File: src/include/adc_ctrl_pkg.sv
package adc_ctrl_pkg;

    // ****************************************
    // Register word indices (byte address = 4 * index)
    // ****************************************
    localparam logic [5:0] IDX_MAIN = 6'h00;
    localparam logic [5:0] IDX_REF = 6'h01;
    localparam logic [5:0] IDX_AVG = 6'h02;
    localparam logic [5:0] IDX_SAMP = 6'h03;
    localparam logic [5:0] IDX_CONV = 6'h04;
    localparam logic [5:0] IDX_STATUS = 6'h06;
    localparam logic [5:0] IDX_RESULT = 6'h07;

    // ****************************************
    // Field positions and writable masks
    // ****************************************
    localparam int MAIN_SOFT_RESET_REQUEST_BIT = 0;
    localparam int MAIN_ENABLE_BIT = 1;
    localparam int MAIN_STDBY_BIT = 2;
    localparam int REF_COMP_BIT = 7;
    localparam int REF_SEL_LSB = 0;
    localparam int AVG_SHIFT_LSB = 4;
    localparam int AVG_COUNT_LSB = 0;
    localparam int SAMP_LEN_LSB = 0;
    localparam int CONV_DIFF_BIT = 0;
    localparam int CONV_LEFTADJ_BIT = 1;
    localparam int CONV_FREERUN_BIT = 2;
    localparam int CONV_CORR_BIT = 3;
    localparam int CONV_RES_LSB = 4;
    localparam int CONV_PRESC_LSB = 8;
    localparam int STATUS_SYNC_BIT = 7;
    localparam logic [7:0] REF_MASK = 8'h8F;
    localparam logic [7:0] AVG_MASK = 8'h7F;
    localparam logic [7:0] SAMP_MASK = 8'h3F;
    localparam logic [15:0] CONV_MASK = 16'h073F;

    // ****************************************
    // Reset values and limits
    // ****************************************
    localparam logic [7:0] RESET_BYTE = 8'h00;
    localparam logic [15:0] RESET_HALF = 16'h0000;
    localparam logic [3:0] ACC_MAX_CODE = 4'hA;

    // ****************************************
    // Types
    // ****************************************
    typedef enum logic [1:0] {
        RES_12BIT,
        RES_16BIT,
        RES_10BIT,
        RES_8BIT
    } resolution_type;

    typedef enum logic [3:0] {
        internal_one_volt_ref,
        supply_div_1p48_ref,
        supply_div_2_ref,
        external_ref_a,
        external_ref_b
    } reference_type;

    typedef enum {
        CONV_IDLE,
        CONV_SAMPLE,
        CONV_WAIT
    } conv_state_type;

    typedef struct packed {
        logic standby_run;
        logic enable;
        logic [7:0] ref_ctrl;
        logic [7:0] avg_ctrl;
        logic [7:0] samp_ctrl;
        logic [15:0] conv_ctrl;
    } ctrl_regs_type;

endpackage

File: src/rtl/adc_control_register_bank.sv
`timescale 1ns/100ps
// Contract
// - Accept 8, 16, 32-bit atomic accesses
// - Byte and half lanes individually accessible
// - Protection controller can block writes
// - Enable-protected fields written only when disabled
// - Reserved bits read zero, written zero
// - Standby-run keeps converter alive in standby
// - Enable reads back, sync flag until applied
// - Soft reset clears registers, disables converter
// - Soft reset discards other written bits
// - Soft reset bit, sync flag clear together
// - Bit 7 switches reference offset compensation
// - Four-bit reference select, five valid codes
// - Average shift divides by two power
// - Accumulate 2^n samples, codes up to 0xA
// - Sampling lasts length plus one halves
// - Prescaler divides by 4 up to 512
// - Prescaler written only while disabled
// - Resolution selects 12, 16, 10, 8 bits
module adc_control_register_bank (
    input wire logic I_CLK, // Peripheral clock
    input wire logic I_RESET, // Synchronous reset, high
    input wire logic I_WB_CYC, // Bus cycle
    input wire logic I_WB_STB, // Bus strobe
    input wire logic I_WB_WE, // Write enable
    input wire logic [7:0] I_WB_ADR, // Byte address
    input wire logic [3:0] I_WB_SEL, // Byte lanes
    input wire logic [31:0] I_WB_DAT, // Write data
    output logic [31:0] O_WB_DAT, // Read data
    output logic O_WB_ACK, // Acknowledge
    input wire logic I_WRITE_PROTECT, // Access protection unit blocks writes
    input wire logic I_STANDBY, // Device in standby sleep
    input wire logic I_CONVERT_START, // Start one conversion
    input wire logic I_SAMPLE_VALID, // Analog core sample ready
    input wire logic [11:0] I_SAMPLE_DATA, // Analog core sample
    output logic O_CONVERTER_RUN, // Converter active
    output logic O_ADC_CLK_TICK, // Converter clock enable
    output logic O_SAMPLING, // Input sampling phase
    output logic O_CONVERT, // Waiting for analog sample
    output logic [3:0] O_REF_SELECT, // Reference choice
    output logic O_REF_COMP, // Reference offset compensation
    output logic O_DIFF_MODE, // Differential input
    output logic [15:0] O_RESULT, // Formatted result
    output logic O_RESULT_VALID // Result pulse
);

    // ****************************************
    // Functions
    // ****************************************

    // Byte lane update with writable mask
    function automatic logic [7:0] merge_byte(
        input logic [7:0] old_val,
        input logic [7:0] new_val,
        input logic [7:0] mask,
        input logic lane
    );
        merge_byte = lane ? (new_val & mask) : old_val;
    endfunction

    // Half-period length minus one for a prescaler code
    function automatic logic [7:0] half_limit(input logic [2:0] code);
        logic [8:0] half;
        half = 9'h002 << code;
        half_limit = 8'(half - 9'h001);
    endfunction

    // Place averaged value in the selected format
    function automatic logic [15:0] format_result(
        input logic [21:0] avg,
        input logic [1:0] res,
        input logic left
    );
        logic [15:0] val;
        val = 16'h0000;
        case (adc_ctrl_pkg::resolution_type'(res))
            adc_ctrl_pkg::RES_12BIT: val = left ? {avg[11:0], 4'h0} : {4'h0, avg[11:0]};
            adc_ctrl_pkg::RES_16BIT: val = avg[15:0];
            adc_ctrl_pkg::RES_10BIT: val = left ? {avg[11:2], 6'h00} : {6'h00, avg[11:2]};
            adc_ctrl_pkg::RES_8BIT: val = left ? {avg[11:4], 8'h00} : {8'h00, avg[11:4]};
            default: val = 16'h0000;
        endcase
        format_result = val;
    endfunction

    // ****************************************
    // Declarations
    // ****************************************
    logic ack, next_ack;
    logic [31:0] rdata, next_rdata;
    adc_ctrl_pkg::ctrl_regs_type regs, next_regs;
    logic soft_reset_request_busy, next_soft_reset_request_busy;
    logic sync_pending, next_sync_pending;
    logic sync_req, next_sync_req;
    logic conv_en, next_conv_en;
    logic [15:0] conv_sync, next_conv_sync;
    logic [7:0] div_cnt, next_div_cnt;
    logic phase, next_phase;
    adc_ctrl_pkg::conv_state_type state, next_state;
    logic [6:0] half_cnt, next_half_cnt;
    logic [10:0] sample_cnt, next_sample_cnt;
    logic [21:0] acc, next_acc;
    logic [15:0] result, next_result;
    logic result_valid, next_result_valid;
    logic [5:0] idx;
    logic wr;
    logic disabled;
    logic half_tick;
    logic full_tick;
    logic run;
    logic [3:0] acc_code;
    logic [10:0] acc_last;
    logic [21:0] sum;
    logic samp_entry;

    // ****************************************
    // Shared decode
    // ****************************************

    // Write is taken at the edge where ack is high
    assign idx = I_WB_ADR[7:2];
    assign wr = I_WB_CYC & I_WB_STB & I_WB_WE & ack & ~I_WRITE_PROTECT;
    assign disabled = ~regs.enable & ~conv_en;
    assign half_tick = (div_cnt == half_limit(regs.conv_ctrl[adc_ctrl_pkg::CONV_PRESC_LSB +: 3]));
    assign full_tick = half_tick & phase;
    assign run = conv_en & (~I_STANDBY | regs.standby_run);
    assign samp_entry = (next_state == adc_ctrl_pkg::CONV_SAMPLE)
        & (state != adc_ctrl_pkg::CONV_SAMPLE);

    // ****************************************
    // Bus slave
    // ****************************************

    // Ack one cycle after request, read data sampled with it
    always_comb begin
        next_ack = I_WB_CYC & I_WB_STB & ~ack;
        next_rdata = rdata;
        if (I_WB_CYC & I_WB_STB & ~ack) begin
            next_rdata = 32'h0000_0000;
            case (idx)
                adc_ctrl_pkg::IDX_MAIN: begin
                    next_rdata[adc_ctrl_pkg::MAIN_SOFT_RESET_REQUEST_BIT] = soft_reset_request_busy;
                    next_rdata[adc_ctrl_pkg::MAIN_ENABLE_BIT] = regs.enable;
                    next_rdata[adc_ctrl_pkg::MAIN_STDBY_BIT] = regs.standby_run;
                end
                adc_ctrl_pkg::IDX_REF: next_rdata[7:0] = regs.ref_ctrl;
                adc_ctrl_pkg::IDX_AVG: next_rdata[7:0] = regs.avg_ctrl;
                adc_ctrl_pkg::IDX_SAMP: next_rdata[7:0] = regs.samp_ctrl;
                adc_ctrl_pkg::IDX_CONV: next_rdata[15:0] = regs.conv_ctrl;
                adc_ctrl_pkg::IDX_STATUS: begin
                    next_rdata[adc_ctrl_pkg::STATUS_SYNC_BIT] = sync_pending;
                end
                adc_ctrl_pkg::IDX_RESULT: next_rdata[15:0] = result;
                default: next_rdata = 32'h0000_0000;
            endcase
        end
    end

    always_ff @(posedge I_CLK) begin
        if (I_RESET) begin
            ack <= 1'b0;
            rdata <= 32'h0000_0000;
        end else begin
            ack <= next_ack;
            rdata <= next_rdata;
        end
    end

    // ****************************************
    // Register file and synchronisation
    // ****************************************

    // Completion on converter clock first, so a new write wins over a sync completion
    always_comb begin
        next_regs = regs;
        next_soft_reset_request_busy = soft_reset_request_busy;
        next_sync_pending = sync_pending;
        next_sync_req = sync_req;
        next_conv_en = conv_en;
        next_conv_sync = conv_sync;
        if (full_tick) begin
            if (soft_reset_request_busy) begin
                next_regs = '0;
                next_conv_en = 1'b0;
                next_conv_sync = adc_ctrl_pkg::RESET_HALF;
                next_soft_reset_request_busy = 1'b0;
                next_sync_pending = 1'b0;
                next_sync_req = 1'b0;
            end else if (sync_req) begin
                next_conv_en = regs.enable;
                next_conv_sync = regs.conv_ctrl;
                next_sync_req = 1'b0;
                next_sync_pending = 1'b0;
            end
        end
        if (wr & ~soft_reset_request_busy) begin
            case (idx)
                adc_ctrl_pkg::IDX_MAIN: begin
                    if (I_WB_SEL[0]) begin
                        if (I_WB_DAT[adc_ctrl_pkg::MAIN_SOFT_RESET_REQUEST_BIT]) begin
                            next_soft_reset_request_busy = 1'b1;
                            next_sync_pending = 1'b1;
                        end else begin
                            next_regs.standby_run = I_WB_DAT[adc_ctrl_pkg::MAIN_STDBY_BIT];
                            next_regs.enable = I_WB_DAT[adc_ctrl_pkg::MAIN_ENABLE_BIT];
                            next_sync_pending = 1'b1;
                            next_sync_req = 1'b1;
                        end
                    end
                end
                adc_ctrl_pkg::IDX_REF: begin
                    next_regs.ref_ctrl = merge_byte(regs.ref_ctrl, I_WB_DAT[7:0],
                        adc_ctrl_pkg::REF_MASK, I_WB_SEL[0]);
                end
                adc_ctrl_pkg::IDX_AVG: begin
                    next_regs.avg_ctrl = merge_byte(regs.avg_ctrl, I_WB_DAT[7:0],
                        adc_ctrl_pkg::AVG_MASK, I_WB_SEL[0]);
                end
                adc_ctrl_pkg::IDX_SAMP: begin
                    next_regs.samp_ctrl = merge_byte(regs.samp_ctrl, I_WB_DAT[7:0],
                        adc_ctrl_pkg::SAMP_MASK, I_WB_SEL[0]);
                end
                adc_ctrl_pkg::IDX_CONV: begin
                    if (disabled & (I_WB_SEL[0] | I_WB_SEL[1])) begin
                        next_regs.conv_ctrl[7:0] = merge_byte(regs.conv_ctrl[7:0],
                            I_WB_DAT[7:0], adc_ctrl_pkg::CONV_MASK[7:0], I_WB_SEL[0]);
                        next_regs.conv_ctrl[15:8] = merge_byte(regs.conv_ctrl[15:8],
                            I_WB_DAT[15:8], adc_ctrl_pkg::CONV_MASK[15:8], I_WB_SEL[1]);
                        next_sync_pending = 1'b1;
                        next_sync_req = 1'b1;
                    end
                end
                default: begin
                    next_regs = next_regs;
                end
            endcase
        end
    end

    always_ff @(posedge I_CLK) begin
        if (I_RESET) begin
            regs <= '0;
            soft_reset_request_busy <= 1'b0;
            sync_pending <= 1'b0;
            sync_req <= 1'b0;
            conv_en <= 1'b0;
            conv_sync <= 16'h0000;
        end else begin
            regs <= next_regs;
            soft_reset_request_busy <= next_soft_reset_request_busy;
            sync_pending <= next_sync_pending;
            sync_req <= next_sync_req;
            conv_en <= next_conv_en;
            conv_sync <= next_conv_sync;
        end
    end

    // ****************************************
    // Prescaler
    // ****************************************

    // Half-period counter, restarted as sampling begins so its length is exact
    always_comb begin
        next_div_cnt = half_tick ? 8'h00 : 8'(div_cnt + 8'h01);
        next_phase = half_tick ? ~phase : phase;
        if (samp_entry) begin
            next_div_cnt = 8'h00;
        end
    end

    always_ff @(posedge I_CLK) begin
        if (I_RESET) begin
            div_cnt <= 8'h00;
            phase <= 1'b0;
        end else begin
            div_cnt <= next_div_cnt;
            phase <= next_phase;
        end
    end

    // ****************************************
    // Conversion sequencer and averaging
    // ****************************************

    // Reserved accumulate codes act as the largest count
    always_comb begin
        acc_code = regs.avg_ctrl[adc_ctrl_pkg::AVG_COUNT_LSB +: 4];
        if (acc_code > adc_ctrl_pkg::ACC_MAX_CODE) begin
            acc_code = adc_ctrl_pkg::ACC_MAX_CODE;
        end
        acc_last = 11'((12'h001 << acc_code) - 12'h001);
        sum = acc + {10'h000, I_SAMPLE_DATA};
    end

    // Sample, wait for core, accumulate, deliver
    always_comb begin
        next_state = state;
        next_half_cnt = half_cnt;
        next_sample_cnt = sample_cnt;
        next_acc = acc;
        next_result = result;
        next_result_valid = 1'b0;
        if (~run) begin
            next_state = adc_ctrl_pkg::CONV_IDLE;
            next_sample_cnt = 11'h000;
            next_acc = 22'h00_0000;
        end else begin
            case (state)
                adc_ctrl_pkg::CONV_IDLE: begin
                    if (I_CONVERT_START) begin
                        next_state = adc_ctrl_pkg::CONV_SAMPLE;
                        next_half_cnt = 7'h00;
                    end
                end
                adc_ctrl_pkg::CONV_SAMPLE: begin
                    if (half_tick) begin
                        next_half_cnt = 7'(half_cnt + 7'h01);
                        if (half_cnt[5:0] == regs.samp_ctrl[adc_ctrl_pkg::SAMP_LEN_LSB +: 6]) begin
                            next_state = adc_ctrl_pkg::CONV_WAIT;
                        end
                    end
                end
                adc_ctrl_pkg::CONV_WAIT: begin
                    if (I_SAMPLE_VALID) begin
                        next_half_cnt = 7'h00;
                        if (sample_cnt == acc_last) begin
                            next_result = format_result(
                                sum >> regs.avg_ctrl[adc_ctrl_pkg::AVG_SHIFT_LSB +: 3],
                                conv_sync[adc_ctrl_pkg::CONV_RES_LSB +: 2],
                                conv_sync[adc_ctrl_pkg::CONV_LEFTADJ_BIT]);
                            next_result_valid = 1'b1;
                            next_acc = 22'h00_0000;
                            next_sample_cnt = 11'h000;
                            next_state = conv_sync[adc_ctrl_pkg::CONV_FREERUN_BIT]
                                ? adc_ctrl_pkg::CONV_SAMPLE : adc_ctrl_pkg::CONV_IDLE;
                        end else begin
                            next_acc = sum;
                            next_sample_cnt = 11'(sample_cnt + 11'h001);
                            next_state = adc_ctrl_pkg::CONV_SAMPLE;
                        end
                    end
                end
                default: begin
                    next_state = adc_ctrl_pkg::CONV_IDLE;
                end
            endcase
        end
        if (full_tick & soft_reset_request_busy) begin
            next_result = 16'h0000;
        end
    end

    always_ff @(posedge I_CLK) begin
        if (I_RESET) begin
            state <= adc_ctrl_pkg::CONV_IDLE;
            half_cnt <= 7'h00;
            sample_cnt <= 11'h000;
            acc <= 22'h00_0000;
            result <= 16'h0000;
            result_valid <= 1'b0;
        end else begin
            state <= next_state;
            half_cnt <= next_half_cnt;
            sample_cnt <= next_sample_cnt;
            acc <= next_acc;
            result <= next_result;
            result_valid <= next_result_valid;
        end
    end

    // ****************************************
    // Outputs
    // ****************************************

    // Register-driven controls to the analog core
    assign O_WB_ACK = ack;
    assign O_WB_DAT = rdata;
    assign O_CONVERTER_RUN = run;
    assign O_ADC_CLK_TICK = full_tick;
    assign O_SAMPLING = (state == adc_ctrl_pkg::CONV_SAMPLE);
    assign O_CONVERT = (state == adc_ctrl_pkg::CONV_WAIT);
    assign O_REF_SELECT = regs.ref_ctrl[adc_ctrl_pkg::REF_SEL_LSB +: 4];
    assign O_REF_COMP = regs.ref_ctrl[adc_ctrl_pkg::REF_COMP_BIT];
    assign O_DIFF_MODE = conv_sync[adc_ctrl_pkg::CONV_DIFF_BIT];
    assign O_RESULT = result;
    assign O_RESULT_VALID = result_valid;

endmodule

File: config.mk
export PLATFORM = sky130hd
export DESIGN_NAME = adc_control_register_bank
export DESIGN_NICKNAME = d
export VERILOG_FILES = /design/src/include/adc_ctrl_pkg.sv /design/src/rtl/adc_control_register_bank.sv
export SDC_FILE = /design/constraint.sdc
export NUM_CORES = 1
export LEC_CHECK = 0
export BUFFER_PORTS_ARGS = -buffer_cell sky130_fd_sc_hd__buf_2
export CORE_MARGIN = 1.5
export CORE_UTILIZATION = 42
export DETAILED_ROUTE_END_ITERATION = 8
export PLACE_DENSITY = 0.59
export SYNTH_ARGS = -nofsm -noshare
export SYNTH_HDL_FRONTEND = slang
export SYNTH_SLANG_ARGS = --single-unit
export TNS_END_PERCENT = 20
File: constraint.sdc
create_clock -name I_CLK -period 7 [get_ports I_CLK]
set_input_delay 1.4 -clock I_CLK [delete_from_list [all_inputs] [get_ports I_CLK]]
set_output_delay 1.4 -clock I_CLK [all_outputs]
set_load 0.01 [all_outputs]
==> run summary <==
- result of the run: completed
- total number of vias: 8796
- number of synthesized flops with an enable pin: 0
- postcts setup bufs: 0
- Critical-path top delay cell: sky130_fd_sc_hd__dfxtp_1
- crit-path cells: nor3_1 > nand2b_1 > ha_1 > or3b_1 > o221a_1 > nor4_2 > o211a_1 > nand3_4 > o31a_1 > and2_1 > a2111oi_1 > nor3_1
- total core area: 21700 sq um
- Total Die Area: 22900 sq um
- final worst-path cycle share: 0.647
- number of max-capacitance violations reported: 0
- endpoint of the worst hold-timing path: conv_sync[0]
- share of synthesized area occupied by flip-flops and latches: 0.357
- Avg Synthesized Cell Area: 8.11 sq um
- Resized Gates After CTS: 0
- cell accounting for the most synthesized area: sky130_fd_sc_hd__dfxtp_1
- number of nets at the end of the flow: 1291
- cell types with the largest area share after synthesis: sky130_fd_sc_hd__dfxtp_1, sky130_fd_sc_hd__nor2_1, sky130_fd_sc_hd__a21oi_1
- maximum number of buffers from clock root to sink: 2
- worst slack at placement: 2100 ps
- proportion of synthesized flip-flops having asynchronous set or reset: 0
- Clock Pin Slew Worst Setup and Hold Paths: 70 ps
- standard-cell row count: 54
- Most Frequent Cell on Critical Path: sky130_fd_sc_hd__nor3_1
- final hold violations: 0
- Top Family by Delay on Critical Path: simple AND/OR/NAND/NOR gates
- root buffer selected by CTS: sky130_fd_sc_hd__clkbuf_16
- clock skew after layout: 11.8 ps
- peak supply drop: 0.120 mV
- overall overflow remaining after global route: 0
- path length in cells of the critical path: 12
- synthesized-area fraction occupied by adder cells: 0.0238
- instance count after placement with tap cells included: 1470
- Max-slew headroom: 0.218
- final design instance area without fill: 10500 sq um
- ports placed on the boundary: 125
- fraction of post-synthesis cell area in the top cell type by area: 0.357
- Clock Latency Late Sink: 440 ps
- Routed Antenna Nets: 0
- RR Startpoint: regs[27]
- ys flop type: sky130_fd_sc_hd__dfxtp_1
- required time of the critical path: 7310 ps
- crit-path max cell delay: 740 ps
- Finished Layout Cells: 1502
- count of input and output buffers: 83
- hold buffers post-CTS: 0
- vertical die dimension: 151 um
- CP Buf/Inv Count: 0
- fraction of the mapped netlist area in compound gates: 0.223
- share of cell area taken by muxes after synthesis: 0.0434
- Static Leak: 3.96 nW
- level count of the clock H-tree: 4
- crit path time final: 4530 ps
- via count of the first global-routing pass: 7904
- terminus of the critical flop-to-flop path: O_RESULT[6]
- Seq cells post-synth: 165
- RSZ-0062 raised after global routing: no
- Core Util, Final: 0.483
- post-layout worst setup margin: 2470 ps
- 1st-pass router iterations: 5
- start-to-end type of the worst setup path: reg -> reg
- horizontal extent of the die: 151 um
- total clock sinks: 165
- nature of the critical path startpoint: flip-flop
- clock tree from TritonCTS: done
- cts bufs inserted: 17
- Power per Cell Area: 197 nW/um^2
- count of cells along the worst register-to-register path: 12
- Slew @ Worst Pin: 1170 ps
- Tightest Hold Check Type: reg -> reg
- worst hold slack: 454 ps
- Arr. time, crit path: 4840 ps
- half-perimeter wire length of the detailed placement result: 19700 um
- Post-DP Area: 9850 sq um
- sum of negative setup slack: 0 ps
- DR vias/cell: 5.86
- XOR/XNOR Fraction of Synth Area: 0.0426
- global-route wire length before repair: 42600 um
- layout cell share with drive strength beyond 1: 0.135
- initial core utilization: 0.427
- main combinational cell family by area after synthesis: simple AND/OR/NAND/NOR gates
- number of antenna violations at the first check in global routing: 0
- Critical Path Source: regs[27]
- number of instances in the synthesized netlist: 1141
- Worst R2R Setup Slack: 2470 ps
- cell area after synthesis: 9250 sq um
- Pins Over Slew Limit: 0
- total routing resource utilization after global routing: 0.238
- number of diodes: 0
- number of cells on the worst hold path: 2
- signed area change from the synthesized netlist to the final layout: 13.2%
- peak clock frequency supported by timing: 221 MHz
- count of synthesis-stage warnings from yosys: 0
- maximum fanout count along the critical path: 28
- Final setup violation count: 0
- DRT Wirelength: 27000 um
- number of remaining DRC errors: 0
- GPL Wtd Cong: 0.936
- synthesized-area fraction occupied by and/or/nand/nor cells: 0.257
- total chip power: 2.06 mW
- Distinct cells, synth: 89
- HP Start: conv_sync[0]
- Avg WL per Cell: 18.0 um
- pin count of the biggest net entering global routing: 38
- crit path capture type: flip-flop
- detailed router's first-iteration violation count: 689
Yosys cell counts, types with 8 or more instances:
cell type / instances
sky130_fd_sc_hd__a21o_1: 11
sky130_fd_sc_hd__a31oi_1: 10
sky130_fd_sc_hd__o21ai_0: 33
sky130_fd_sc_hd__buf_2: 10
sky130_fd_sc_hd__nor4_1: 18
sky130_fd_sc_hd__ha_1: 16
sky130_fd_sc_hd__nor2b_1: 9
sky130_fd_sc_hd__nor3b_1: 8
sky130_fd_sc_hd__a211oi_1: 19
sky130_fd_sc_hd__buf_4: 22
sky130_fd_sc_hd__nand3_1: 59
sky130_fd_sc_hd__a21oi_1: 88
sky130_fd_sc_hd__nor3_1: 36
sky130_fd_sc_hd__and2_1: 14
sky130_fd_sc_hd__or3_1: 13
sky130_fd_sc_hd__mux2i_1: 12
sky130_fd_sc_hd__mux4_2: 10
sky130_fd_sc_hd__xor2_1: 21
sky130_fd_sc_hd__inv_1: 13
sky130_fd_sc_hd__nor2_1: 124
sky130_fd_sc_hd__o21ai_1: 9
sky130_fd_sc_hd__nand2_1: 117
sky130_fd_sc_hd__nand4_1: 11
sky130_fd_sc_hd__and3_1: 21
sky130_fd_sc_hd__dfxtp_1: 165
sky130_fd_sc_hd__nand2b_1: 19
sky130_fd_sc_hd__xnor2_1: 24
sky130_fd_sc_hd__a22oi_1: 22
sky130_fd_sc_hd__clkbuf_1: 55
sky130_fd_sc_hd__a221oi_1: 18
sky130_fd_sc_hd__o21a_1: 8
state kept, by name, indices dropped and copies added, names as in the netlist, 4 cells and up:
register and cells:
O_REF_SELECT 4, O_RESULT 16, O_WB_DAT 16, acc 22, conv_sync 5, div_cnt 8, half_cnt 6, regs 37
sample_cnt 11, state 32
worst register-to-register path: stages (launching register included):
cell and delay (ps):
sky130_fd_sc_hd__dfxtp_1 740, sky130_fd_sc_hd__nor3_1 180, sky130_fd_sc_hd__nand2b_1 140, sky130_fd_sc_hd__ha_1 330
sky130_fd_sc_hd__or3b_1 410, sky130_fd_sc_hd__o221a_1 280, sky130_fd_sc_hd__nor4_2 380, sky130_fd_sc_hd__o211a_1 300
sky130_fd_sc_hd__nand3_4 340, sky130_fd_sc_hd__o31a_1 560, sky130_fd_sc_hd__and2_1 270, sky130_fd_sc_hd__a2111oi_1 380
sky130_fd_sc_hd__nor3_1 100
routing by layer:
layer  global-route usage  share of wire  vias up
met5                    0              0        -
li1                     -              -     4270
met1                0.316           0.45     4212
met4               0.0786          0.022        0
met3               0.0434          0.059       44
met2                0.390           0.47      270
cell type report:
cell class | instances | area, sq um
well taps | 280 | 350
flip-flops and latches | 165 | 3300
multi-input cells | 916 | 5640
inverters | 15 | 56.3
clock inverters | 15 | 198
repair buffers | 94 | 498
fillers | 2163 | 11200
clock buffers | 17 | 425
how the worst max path moves through the flow:
| stage | to | slack (ps) |
|---|---|---|
| 2_1_floorplan | O_RESULT[5] | 2770 |
| 3_3_place_gp | O_RESULT[8] | 2100 |
| 3_5_place_dp | O_RESULT[8] | 2100 |
| 4_1_cts | O_RESULT[8] | 2550 |
| 5_1_grt | O_RESULT[6] | 2200 |
| 6_report | O_RESULT[6] | 2470 |
cells in the final DEF (no fill, tap or decap), drive strengths merged, types with 24 or more instances in the layout:
| master | instances |
|---|---|
| nor3 | 38 |
| nand2 | 117 |
| xnor2 | 24 |
| o21ai | 42 |
| buf | 94 |
| conb | 46 |
| nor2 | 124 |
| nand3 | 60 |
| a21oi | 90 |
| dfxtp | 165 |
power breakdown:
| part | total, mW | switching (mW) | internal, mW |
|---|---|---|---|
| sequential | 0.966 | 0.00996 | 0.956 |
| clock | 0.972 | 0.480 | 0.492 |
| combinational | 0.125 | 0.0784 | 0.0465 |
| total | 2.06 | 0.568 | 1.49 |
kinds of logic after synthesis:
| family | after synthesis |
|---|---|
| AOI/OAI and AO/OA | 298 |
| xor gates and xnor gates | 45 |
| adders and majority gates | 17 |
| buffers and inverters | 105 |
| DFF | 165 |
| muxes | 27 |
| other | 1 |
| and+or+nand+nor | 483 |
Note: power is estimated with default switching activity, not from simulation.
